**src/adcc_pkg.sv**
```systemverilog
package adcc_pkg;

    localparam logic [7:0] OFS_SC1      = 8'h00;
    localparam logic [7:0] OFS_SC2      = 8'h04;
    localparam logic [7:0] OFS_RES_HI   = 8'h08;
    localparam logic [7:0] OFS_RES_LO   = 8'h0C;
    localparam logic [7:0] OFS_CMP_HI   = 8'h10;
    localparam logic [7:0] OFS_CMP_LO   = 8'h14;
    localparam logic [7:0] OFS_CFG      = 8'h18;
    localparam logic [7:0] OFS_IRQ_STAT = 8'h1C;
    localparam logic [7:0] OFS_IRQ_MASK = 8'h20;

    localparam int SC1_CONVERSION_COMPLETE_FLAG_BIT = 7;
    localparam int SC2_ACT_BIT  = 7;
    localparam int IRQ_DONE_BIT = 0;
    localparam int IRQ_LOST_BIT = 1;

    localparam logic [4:0] CH_DISABLED = 5'h1F;
    localparam logic [4:0] CH_HIGH_REF = 5'h1D;
    localparam logic [4:0] CH_LOW_REF  = 5'h1E;

    localparam logic [1:0] MODE_8  = 2'h0;
    localparam logic [1:0] MODE_12 = 2'h1;
    localparam logic [1:0] MODE_10 = 2'h2;

    localparam logic [6:0]  SC1_RST  = 7'h1F;
    localparam logic [2:0]  SC2_RST  = 3'h0;
    localparam logic [11:0] CMP_RST  = 12'h000;
    localparam logic [1:0]  CFG_RST  = 2'h0;
    localparam logic [1:0]  IRQ_RST  = 2'h0;

    typedef struct packed {
        logic       complete_irq_enable;
        logic       cont;
        logic [4:0] ch;
    } adcc_sc1_t;

    typedef struct packed {
        logic trg;
        logic compare_enable;
        logic compare_ge_select;
    } adcc_sc2_t;

    typedef struct packed {
        logic       start;
        logic       abort;
        logic       power_down;
        logic [4:0] channel;
    } adcc_core_req_t;

    typedef enum logic [1:0] {
        ST_IDLE = 2'b01,
        ST_CONV = 2'b10
    } adcc_state_t;

endpackage

```
**src/adcc_ctrl.sv**
```systemverilog
`timescale 1ns/10ps
module adcc_ctrl
    import adcc_pkg::*;
(
    input  wire logic           clk,
    input  wire logic           rst_n,
    input  wire logic           ce,
    input  wire logic           psel,
    input  wire logic           penable,
    input  wire logic           pwrite,
    input  wire logic [7:0]     paddr,
    input  wire logic [31:0]    pwdata,
    output logic      [31:0]    prdata,
    output logic                pready,
    output logic                pslverr,
    input  wire logic           hw_trigger_in,
    input  wire logic           core_done,
    input  wire logic [11:0]    core_result,
    output adcc_core_req_t      core_req,
    output logic                irq
);

    function automatic logic adcc_mapped(input logic [7:0] a);
        case (a)
            OFS_SC1, OFS_SC2, OFS_RES_HI, OFS_RES_LO,
            OFS_CMP_HI, OFS_CMP_LO, OFS_CFG,
            OFS_IRQ_STAT, OFS_IRQ_MASK: adcc_mapped = 1'b1;
            default: adcc_mapped = 1'b0;
        endcase
    endfunction

    function automatic logic [11:0] adcc_mask(input logic [1:0] m);
        case (m)
            MODE_12: adcc_mask = 12'hFFF;
            MODE_10: adcc_mask = 12'h3FF;
            default: adcc_mask = 12'h0FF;
        endcase
    endfunction

    adcc_sc1_t      sc1_q;
    adcc_sc2_t      sc2_q;
    adcc_state_t    state_q;
    adcc_state_t    state_d;
    adcc_core_req_t req_q;
    logic [11:0]    cmp_q;
    logic [11:0]    result_q;
    logic [1:0]     mode_q;
    logic [1:0]     irq_stat_q;
    logic [1:0]     irq_mask_q;
    logic           conversion_complete_flag_q;
    logic           lock_q;
    logic           irq_q;
    logic [31:0]    prdata_q;
    logic           slverr_q;
    logic           trg_meta_q;
    logic           trg_sync_q;
    logic           trg_prev_q;

    logic           acc;
    logic           wr_acc;
    logic           rd_acc;
    logic           sc1_wr;
    logic           rh_rd;
    logic           rl_rd;
    logic           hw_edge;
    logic           sw_start;
    logic           hw_start;
    logic           busy;
    logic           done_ok;
    logic           cont_next;
    logic [11:0]    wmask;
    logic [11:0]    res_m;
    logic [11:0]    cmp_m;
    logic [11:0]    diff;
    logic           cmp_true;
    logic           hit;
    logic           store;
    logic           lost;

    // apb: read data captured in setup, access phase ends at once
    assign acc    = psel & penable & ce;
    assign pready = acc;
    assign wr_acc = acc & pwrite & adcc_mapped(paddr);
    assign rd_acc = acc & ~pwrite & adcc_mapped(paddr);
    assign sc1_wr = wr_acc & (paddr == OFS_SC1);
    assign rh_rd  = rd_acc & (paddr == OFS_RES_HI);
    assign rl_rd  = rd_acc & (paddr == OFS_RES_LO);
    assign prdata  = prdata_q;
    assign pslverr = acc & slverr_q;

    always_ff @(posedge clk or negedge rst_n) begin
        if (!rst_n) begin
            prdata_q <= 32'h0000_0000;
            slverr_q <= 1'b0;
        end else if (ce && psel && !penable) begin
            slverr_q <= ~adcc_mapped(paddr);
            case (paddr)
                OFS_SC1:      prdata_q <= {24'h0, conversion_complete_flag_q, sc1_q};
                OFS_SC2:      prdata_q <= {24'h0, busy, sc2_q, 4'h0};
                OFS_RES_HI:   prdata_q <= {28'h0, result_q[11:8]};
                OFS_RES_LO:   prdata_q <= {24'h0, result_q[7:0]};
                OFS_CMP_HI:   prdata_q <= {28'h0, cmp_q[11:8]};
                OFS_CMP_LO:   prdata_q <= {24'h0, cmp_q[7:0]};
                OFS_CFG:      prdata_q <= {30'h0, mode_q};
                OFS_IRQ_STAT: prdata_q <= {30'h0, irq_stat_q};
                OFS_IRQ_MASK: prdata_q <= {30'h0, irq_mask_q};
                default:      prdata_q <= 32'h0000_0000;
            endcase
        end
    end

    // control registers
    always_ff @(posedge clk or negedge rst_n) begin
        if (!rst_n) begin
            sc1_q      <= SC1_RST;
            sc2_q      <= SC2_RST;
            cmp_q      <= CMP_RST;
            mode_q     <= CFG_RST;
            irq_mask_q <= IRQ_RST;
        end else if (ce && wr_acc) begin
            case (paddr)
                OFS_SC1:      sc1_q <= pwdata[6:0];
                OFS_SC2:      sc2_q <= pwdata[6:4];
                OFS_CMP_HI:   cmp_q[11:8] <= pwdata[3:0];
                OFS_CMP_LO:   cmp_q[7:0] <= pwdata[7:0];
                OFS_CFG:      mode_q <= pwdata[1:0];
                OFS_IRQ_MASK: irq_mask_q <= pwdata[1:0];
                default:      ;
            endcase
        end
    end

    // overflow pulse comes from the counter's own clock domain
    always_ff @(posedge clk or negedge rst_n) begin
        if (!rst_n) begin
            trg_meta_q <= 1'b0;
            trg_sync_q <= 1'b0;
            trg_prev_q <= 1'b0;
        end else if (ce) begin
            trg_meta_q <= hw_trigger_in;
            trg_sync_q <= trg_meta_q;
            trg_prev_q <= trg_sync_q;
        end
    end

    assign hw_edge = trg_sync_q & ~trg_prev_q;
    assign busy    = (state_q == ST_CONV);

    // a write with all-ones channel aborts and stays off
    assign sw_start = sc1_wr & (pwdata[4:0] != CH_DISABLED)
                    & ~sc2_q.trg;
    // triggers while busy are dropped, not queued
    assign hw_start = hw_edge & sc2_q.trg & ~busy & ~sc1_wr
                    & (sc1_q.ch != CH_DISABLED);
    // abort from a write wins over a coincident completion
    assign done_ok   = core_done & busy & ~sc1_wr;
    assign cont_next = done_ok & sc1_q.cont
                     & (sc1_q.ch != CH_DISABLED);

    always_comb begin
        state_d = state_q;
        case (state_q)
            ST_IDLE: begin
                if (sw_start || hw_start) begin
                    state_d = ST_CONV;
                end
            end
            ST_CONV: begin
                if (sc1_wr) begin
                    state_d = sw_start ? ST_CONV : ST_IDLE;
                end else if (done_ok) begin
                    state_d = cont_next ? ST_CONV : ST_IDLE;
                end
            end
            default: state_d = ST_IDLE;
        endcase
    end

    always_ff @(posedge clk or negedge rst_n) begin
        if (!rst_n) begin
            state_q <= ST_IDLE;
        end else if (ce) begin
            state_q <= state_d;
        end
    end

    // core request: start and abort are one-cycle pulses
    always_ff @(posedge clk or negedge rst_n) begin
        if (!rst_n) begin
            req_q <= '{1'b0, 1'b0, 1'b1, CH_DISABLED};
        end else if (ce) begin
            req_q.start      <= sw_start | hw_start | cont_next;
            req_q.abort      <= sc1_wr & busy;
            req_q.power_down <= (state_d == ST_IDLE);
            req_q.channel    <= sc1_wr ? pwdata[4:0] : sc1_q.ch;
        end
    end
    assign core_req = req_q;

    // compare and result path, width set by conversion mode
    assign wmask = adcc_mask(mode_q);
    assign res_m = core_result & wmask;
    assign cmp_m = cmp_q & wmask;
    assign diff  = (res_m + (~cmp_m + 12'h001)) & wmask;
    assign cmp_true = sc2_q.compare_ge_select ? (res_m >= cmp_m)
                                  : (res_m < cmp_m);
    assign hit   = done_ok & (~sc2_q.compare_enable | cmp_true);
    assign store = hit & ~lock_q;
    assign lost  = hit & lock_q;

    always_ff @(posedge clk or negedge rst_n) begin
        if (!rst_n) begin
            result_q <= 12'h000;
        end else if (ce && store) begin
            result_q <= sc2_q.compare_enable ? diff : res_m;
        end
    end

    // interlock in every mode but MODE_8, so also in 8 bit mode 3
    always_ff @(posedge clk or negedge rst_n) begin
        if (!rst_n) begin
            lock_q <= 1'b0;
        end else if (ce) begin
            if (rl_rd || mode_q == MODE_8) begin
                lock_q <= 1'b0;
            end else if (rh_rd) begin
                lock_q <= 1'b1;
            end
        end
    end

    // set wins over a clear in the same cycle
    always_ff @(posedge clk or negedge rst_n) begin
        if (!rst_n) begin
            conversion_complete_flag_q <= 1'b0;
        end else if (ce) begin
            if (hit) begin
                conversion_complete_flag_q <= 1'b1;
            end else if (sc1_wr || rl_rd) begin
                conversion_complete_flag_q <= 1'b0;
            end
        end
    end

    always_ff @(posedge clk or negedge rst_n) begin
        if (!rst_n) begin
            irq_stat_q <= IRQ_RST;
        end else if (ce) begin
            for (int i = 0; i < 2; i++) begin
                if (wr_acc && paddr == OFS_IRQ_STAT && pwdata[i]) begin
                    irq_stat_q[i] <= 1'b0;
                end
            end
            if (hit && sc1_q.complete_irq_enable) begin
                irq_stat_q[IRQ_DONE_BIT] <= 1'b1;
            end
            if (lost) begin
                irq_stat_q[IRQ_LOST_BIT] <= 1'b1;
            end
        end
    end

    // completion source also gated by enable, never leaks
    always_ff @(posedge clk or negedge rst_n) begin
        if (!rst_n) begin
            irq_q <= 1'b0;
        end else if (ce) begin
            irq_q <= (irq_stat_q[IRQ_DONE_BIT] & irq_mask_q[IRQ_DONE_BIT]
                      & sc1_q.complete_irq_enable)
                   | (irq_stat_q[IRQ_LOST_BIT]
                      & irq_mask_q[IRQ_LOST_BIT]);
        end
    end
    assign irq = irq_q;

    chk_sw_restart: assert property (@(posedge clk) disable iff (!rst_n)
        sw_start |=> busy && req_q.start)
        else $error("software write did not start conversion");

    chk_disable_stop: assert property (@(posedge clk) disable iff (!rst_n)
        sc1_wr && pwdata[4:0] == CH_DISABLED |=> !busy && !req_q.start)
        else $error("disabled channel still converted");

    chk_conversion_complete_flag_nocmp: assert property (@(posedge clk) disable iff (!rst_n)
        done_ok && !sc2_q.compare_enable |=> conversion_complete_flag_q)
        else $error("complete flag not set");

    chk_conversion_complete_flag_miss: assert property (@(posedge clk) disable iff (!rst_n)
        ce && done_ok && sc2_q.compare_enable && !cmp_true && !conversion_complete_flag_q && !rl_rd
        |=> !conversion_complete_flag_q)
        else $error("flag set without compare hit");

    chk_conversion_complete_flag_clear: assert property (@(posedge clk) disable iff (!rst_n)
        ce && (sc1_wr || rl_rd) && !hit |=> !conversion_complete_flag_q)
        else $error("complete flag not cleared");

    chk_irq_gate: assert property (@(posedge clk) disable iff (!rst_n)
        irq && !$past(irq_stat_q[IRQ_LOST_BIT])
        |-> $past(sc1_q.complete_irq_enable))
        else $error("interrupt without enable");

    chk_single_idle: assert property (@(posedge clk) disable iff (!rst_n)
        ce && done_ok && !sc1_q.cont
        |=> !busy ##1 req_q.power_down)
        else $error("single conversion did not stop");

    chk_cont_rerun: assert property (@(posedge clk) disable iff (!rst_n)
        cont_next |=> busy && req_q.start)
        else $error("continuous conversion not restarted");

    chk_hw_start: assert property (@(posedge clk) disable iff (!rst_n)
        hw_start |=> busy && req_q.start)
        else $error("hardware trigger ignored");

    chk_active_flag: assert property (@(posedge clk) disable iff (!rst_n)
        req_q.abort |-> $past(busy))
        else $error("abort while not active");

    chk_cmp_store: assert property (@(posedge clk) disable iff (!rst_n)
        ce && store && sc2_q.compare_enable
        |=> result_q == $past(diff))
        else $error("compare result not stored");

    chk_lock_hold: assert property (@(posedge clk) disable iff (!rst_n)
        lock_q && done_ok |=> $stable(result_q))
        else $error("locked result overwritten");

    chk_ge_cmp: assert property (@(posedge clk) disable iff (!rst_n)
        done_ok && sc2_q.compare_enable && sc2_q.compare_ge_select && res_m >= cmp_m
        |-> hit)
        else $error("ge compare missed");

endmodule // adcc_ctrl

```
**config.mk**
```make
export PLATFORM = sky130hd
export DESIGN_NAME = adcc_ctrl
export DESIGN_NICKNAME = d
export VERILOG_FILES = /design/src/adcc_pkg.sv /design/src/adcc_ctrl.sv
export SDC_FILE = /design/constraint.sdc
export NUM_CORES = 1
export LEC_CHECK = 0
export ABC_AREA = 1
export BUFFER_PORTS_ARGS = -buffer_cell sky130_fd_sc_hd__buf_2
export CAP_MARGIN = 20
export CORE_MARGIN = 3
export CORE_UTILIZATION = 50
export CTS_BUF_LIST = sky130_fd_sc_hd__clkbuf_4
export CTS_CLUSTER_DIAMETER = 150
export DETAILED_ROUTE_END_ITERATION = 8
export PLACE_DENSITY_LB_ADDON = 0.15
export SYNTH_ARGS = -nofsm -noshare
export SYNTH_HDL_FRONTEND = slang
export SYNTH_SLANG_ARGS = --single-unit
```
**constraint.sdc**
```tcl
create_clock -name clk -period 2.5 [get_ports clk]
set_input_delay 0.375 -clock clk [delete_from_list [all_inputs] [get_ports clk]]
set_output_delay 0.375 -clock clk [all_outputs]
set_load 0.02 [all_outputs]
```
==> results.md <==
* Synth top cells by count: nand2_1 (220), inv_1 (74), dfrtp_1 (53)
* CP Capture Type: flip-flop
* Share of the yosys chip area belonging to registers at 0.3812
* Prevailing post-synth register cell: dfrtp_1
* Critical path launch point type: flip-flop
* Switching Fraction at 0.3056
* #FFs+latches synth at 65
* Post-Synth Adder-Cell Area at 0.05113
* Total net switching power at roughly 0.0006 W
* Hold WS at about 150 ps
* Async set-reset flop share out of synthesis at 1.000
* Wire length per cell at approximately 14 microns
* All-Layer GR Usage at 0.2237
* Worst skew pair latency at ~420 ps
* Post-synthesis xor/xnor area fraction at 0.008135
* Area after DPL at roughly 4600 sq um
* CTS tree: done
* Placer Congestion at a little over 0.8
* CTS sink cnt at between 60 and 70
* CP Data Required Time at 2860 ps
* Max-cap viol count at 0
* Post-route ant nets at 0
* Clock share of power at 0.299
* Core area at roughly 8300 sq um
* Final setup margin at roughly 180 ps
* Final Critical Period at between 2000 and 2500 ps
* Share of Yosys cell area claimed by the top area cell type at 0.3080
* Mux cell area share after synthesis at 0.006973
* Crit Path Class: flip-flop to flip-flop
* I/O pin cnt at between 100 and 150
* Max Freq at between 400 and 500 MHz
* Setup crit start: mode_q[0]$_DFFE_PN0P_
* Reg2reg start: mode_q[0]$_DFFE_PN0P_
* Initial DRC count at approximately 180
* Fraction of layout cells with a size suffix above 1 at 0.1967
* Die ar. at roughly 9800 sq um
* Routed WL at 10,610 microns
* Dpl hpwl at 8406 microns
* Area Overhead vs Synth at 12.41%
* Internal at 0.001386 W
* Post-route insts no fill at just under 800
* Post-route clock period utilization at 0.9277
* Antenna violations before repair at 0
* Post-Syn Instances at 599
* DP Cell Count at 757
* Count leader, synth: nand2_1
* Largest net degree at the start of global routing at 29
* Largest cells by area after synthesis: dfrtp_1 (31%), nand2_1 (19%), dfstp_2 (7.3%)
* Post-synth EDFFs at 0
* Clk_skew at roughly 11 ps
* Worst EP arrival at ~2700 ps
* Pre-CTS WS at -7.418 ps
* Vias in the first global route at between 3,000 and 4,000
* ANT cells at 0
* Register share of total power at 0.553
* Combinational Power Share at 0.148
* Yosys warns at 0
* Largest area contributor in the netlist: dfrtp_1
* Num CTS Buffers at 9
* Synthesized area at about 4300 sq um
* Die Width at just under 100 microns
* Drt first pass iters at 5
* Setup violators final at 0
* LEAKAGE at approximately 2.7 nW
* Vias at about 4,000
* Vias/cell at 5.097
* Min-delay src: hw_trigger_in
* Reg clk slew, reported paths at around 110 ps
* First-pass GRT wire length at around 17,000 microns
* Compound-cell area share of the yosys netlist at 0.1107
* Syn Area/Cell at slightly above 7 sq um
* # rows at 33
* Power per cell area at ~410 nW/um^2
* Endpoints failing hold at 0
* Fin nets at around 740
* CP max FO at 18
* Root Driver: clkbuf_4
* Result of the run: finished clean
* Clock Tree Buf Depth at 2
* Simple-Gate Fraction of Synth Area at 0.3158
* Largest family of logic cells by synthesized area: simple AND/OR/NAND/NOR gates
* Initial Utilization at 0.5189
* Gr ovfl total at 0
* Detailed-route DRC error count at 0
* Slew Viols, Final at 0
* Height of the chip at a little under 100 microns
* H-tree depth at 3
* VDD IR max at around 330 uV
* Number of port buffers at 54
* Post-route cell area at 4841 sq um
* Final setup TNS at 0 ps
* Min-Delay Path Class: input pin to flip-flop
* Post-synth cell types at between 40 and 50
==> final timing paths <==
kind / end / slack [ps] / depth (start not counted)
setup / recovery: result_q[8]$_DFFE_PN0P_ / 180 / 16
hold / removal: trg_meta_q$_DFFE_PN0P_ / 150 / 3
setup reg to reg: result_q[8]$_DFFE_PN0P_ / 180 / 16
hold reg to reg: core_req[1]$_DFFE_PN1P_ / 470 / 2
max in group asynchronous: sc1_q[4]$_DFFE_PN1P_ / 1360 / 3
min in group asynchronous: cmp_q[11]$_DFFE_PN0P_ / 410 / 2
==> what timing repair did <==
item,4_1_cts,5_1_grt
cloned,0,0
buffers inserted,0,2
pin swaps,0,2
hold buffers,1,0
resized for setup,1,10
endpoints found under the hold margin,15,0
endpoints found under the setup margin,7,12
==> logic make-up after synthesis <==
| kind of cell | Yosys count |
|---|---|
| other | 1 |
| adders and majority gates | 17 |
| buffers and inverters | 112 |
| DFF | 65 |
| muxes | 3 |
| xor gates and xnor gates | 4 |
| AOI/OAI and AO/OA | 80 |
| and+or+nand+nor | 317 |
==> layer usage <==
metal | wire, microns | global-route usage
met4 | 184 | 0.06303
met1 | 5100 | 0.3296
met3 | 698 | 0.04388
met2 | 4629 | 0.3352
met5 | 0 | 0
==> cell usage in the layout, fill, tap and decap left out, types with 2 or more instances in the layout <==
master	Yosys	layout
a21o_1	2	2
a21oi_1	11	11
buf_12	0	2
buf_2	2	54
buf_4	25	10
clkbuf_4	0	10
clkinv_1	2	4
clkinvlp_4	0	3
conb_1	1	24
dfrtp_1	53	53
dfstp_2	12	12
ha_1	16	13
ha_4	0	3
inv_1	74	72
inv_2	2	3
mux2i_1	3	3
nand2_1	220	219
nand2_2	3	4
nand3_1	34	32
nand3_2	4	6
nand4_1	7	7
nor2_1	33	33
nor2_2	4	3
nor2_4	1	2
nor3_1	4	4
nor3_2	2	2
o2111ai_1	2	2
o21ai_0	39	39
o21ai_1	5	5
o21ai_2	10	10
o22ai_1	3	3
or2_2	2	2
xnor2_1	2	2
xor2_1	2	2
==> power groups by stage <==
stage | sequential, W | clock (W) | combinational (W)
floorplan | 0.00113 | 0 | 0.000208
global placement | 0.00112 | 0 | 0.000285
detailed placement | 0.00112 | 0 | 0.000293
CTS | 0.00110 | 0.000604 | 0.000295
global route | 0.00111 | 0.000657 | 0.000334
finish | 0.00110 | 0.000596 | 0.000296
==> sequential cells by signal (all words and copies together), names as in the netlist <==
name / flops
core_req: 8
prdata: 8
trg_sync_q: 1
irq_mask_q: 2
irq_stat_q: 2
result_q: 12
lock_q: 1
sc1_q: 7
irq: 1
trg_prev_q: 1
mode_q: 2
sc2_q: 3
state_q: 2
trg_meta_q: 1
slverr_q: 1
conversion_complete_flag_q: 1
cmp_q: 12
==> critical path, cell delays in order (launching register included) <==
cell,delay [ps]
dfrtp_1,410
inv_2,90
ha_4,220
nand2_1,60
inv_1,50
ha_1,330
nand2_2,110
nor2_4,130
nand3_1,70
nand2_1,60
nand4_1,110
nand3_2,130
nand3_2,110
buf_12,180
inv_4,80
nand2_1,50
nand2_1,60
==> stage by stage <==
| step | power, W | util |
|---|---|---|
| floorplan | 0.001339 | - |
| global placement | 0.001409 | 0.5586 |
| detailed placement | 0.001417 | 0.5586 |
| CTS | 0.002003 | 0.5746 |
| global route | 0.002099 | 0.5833 |
| finish | 0.001996 | 0.5833 |
==> cell type report <==
class	count	area [sq um]
Clock buffer	10	75.07
Clock inverter	6	35.03
Fill cell	836	3458
Inverter	78	295.3
Multi-Input combinational cell	445	2267
Sequential cell	65	1642
Tap cell	105	131.4
Timing Repair Buffer	67	395.4
Power figures use the tool's default switching activity.
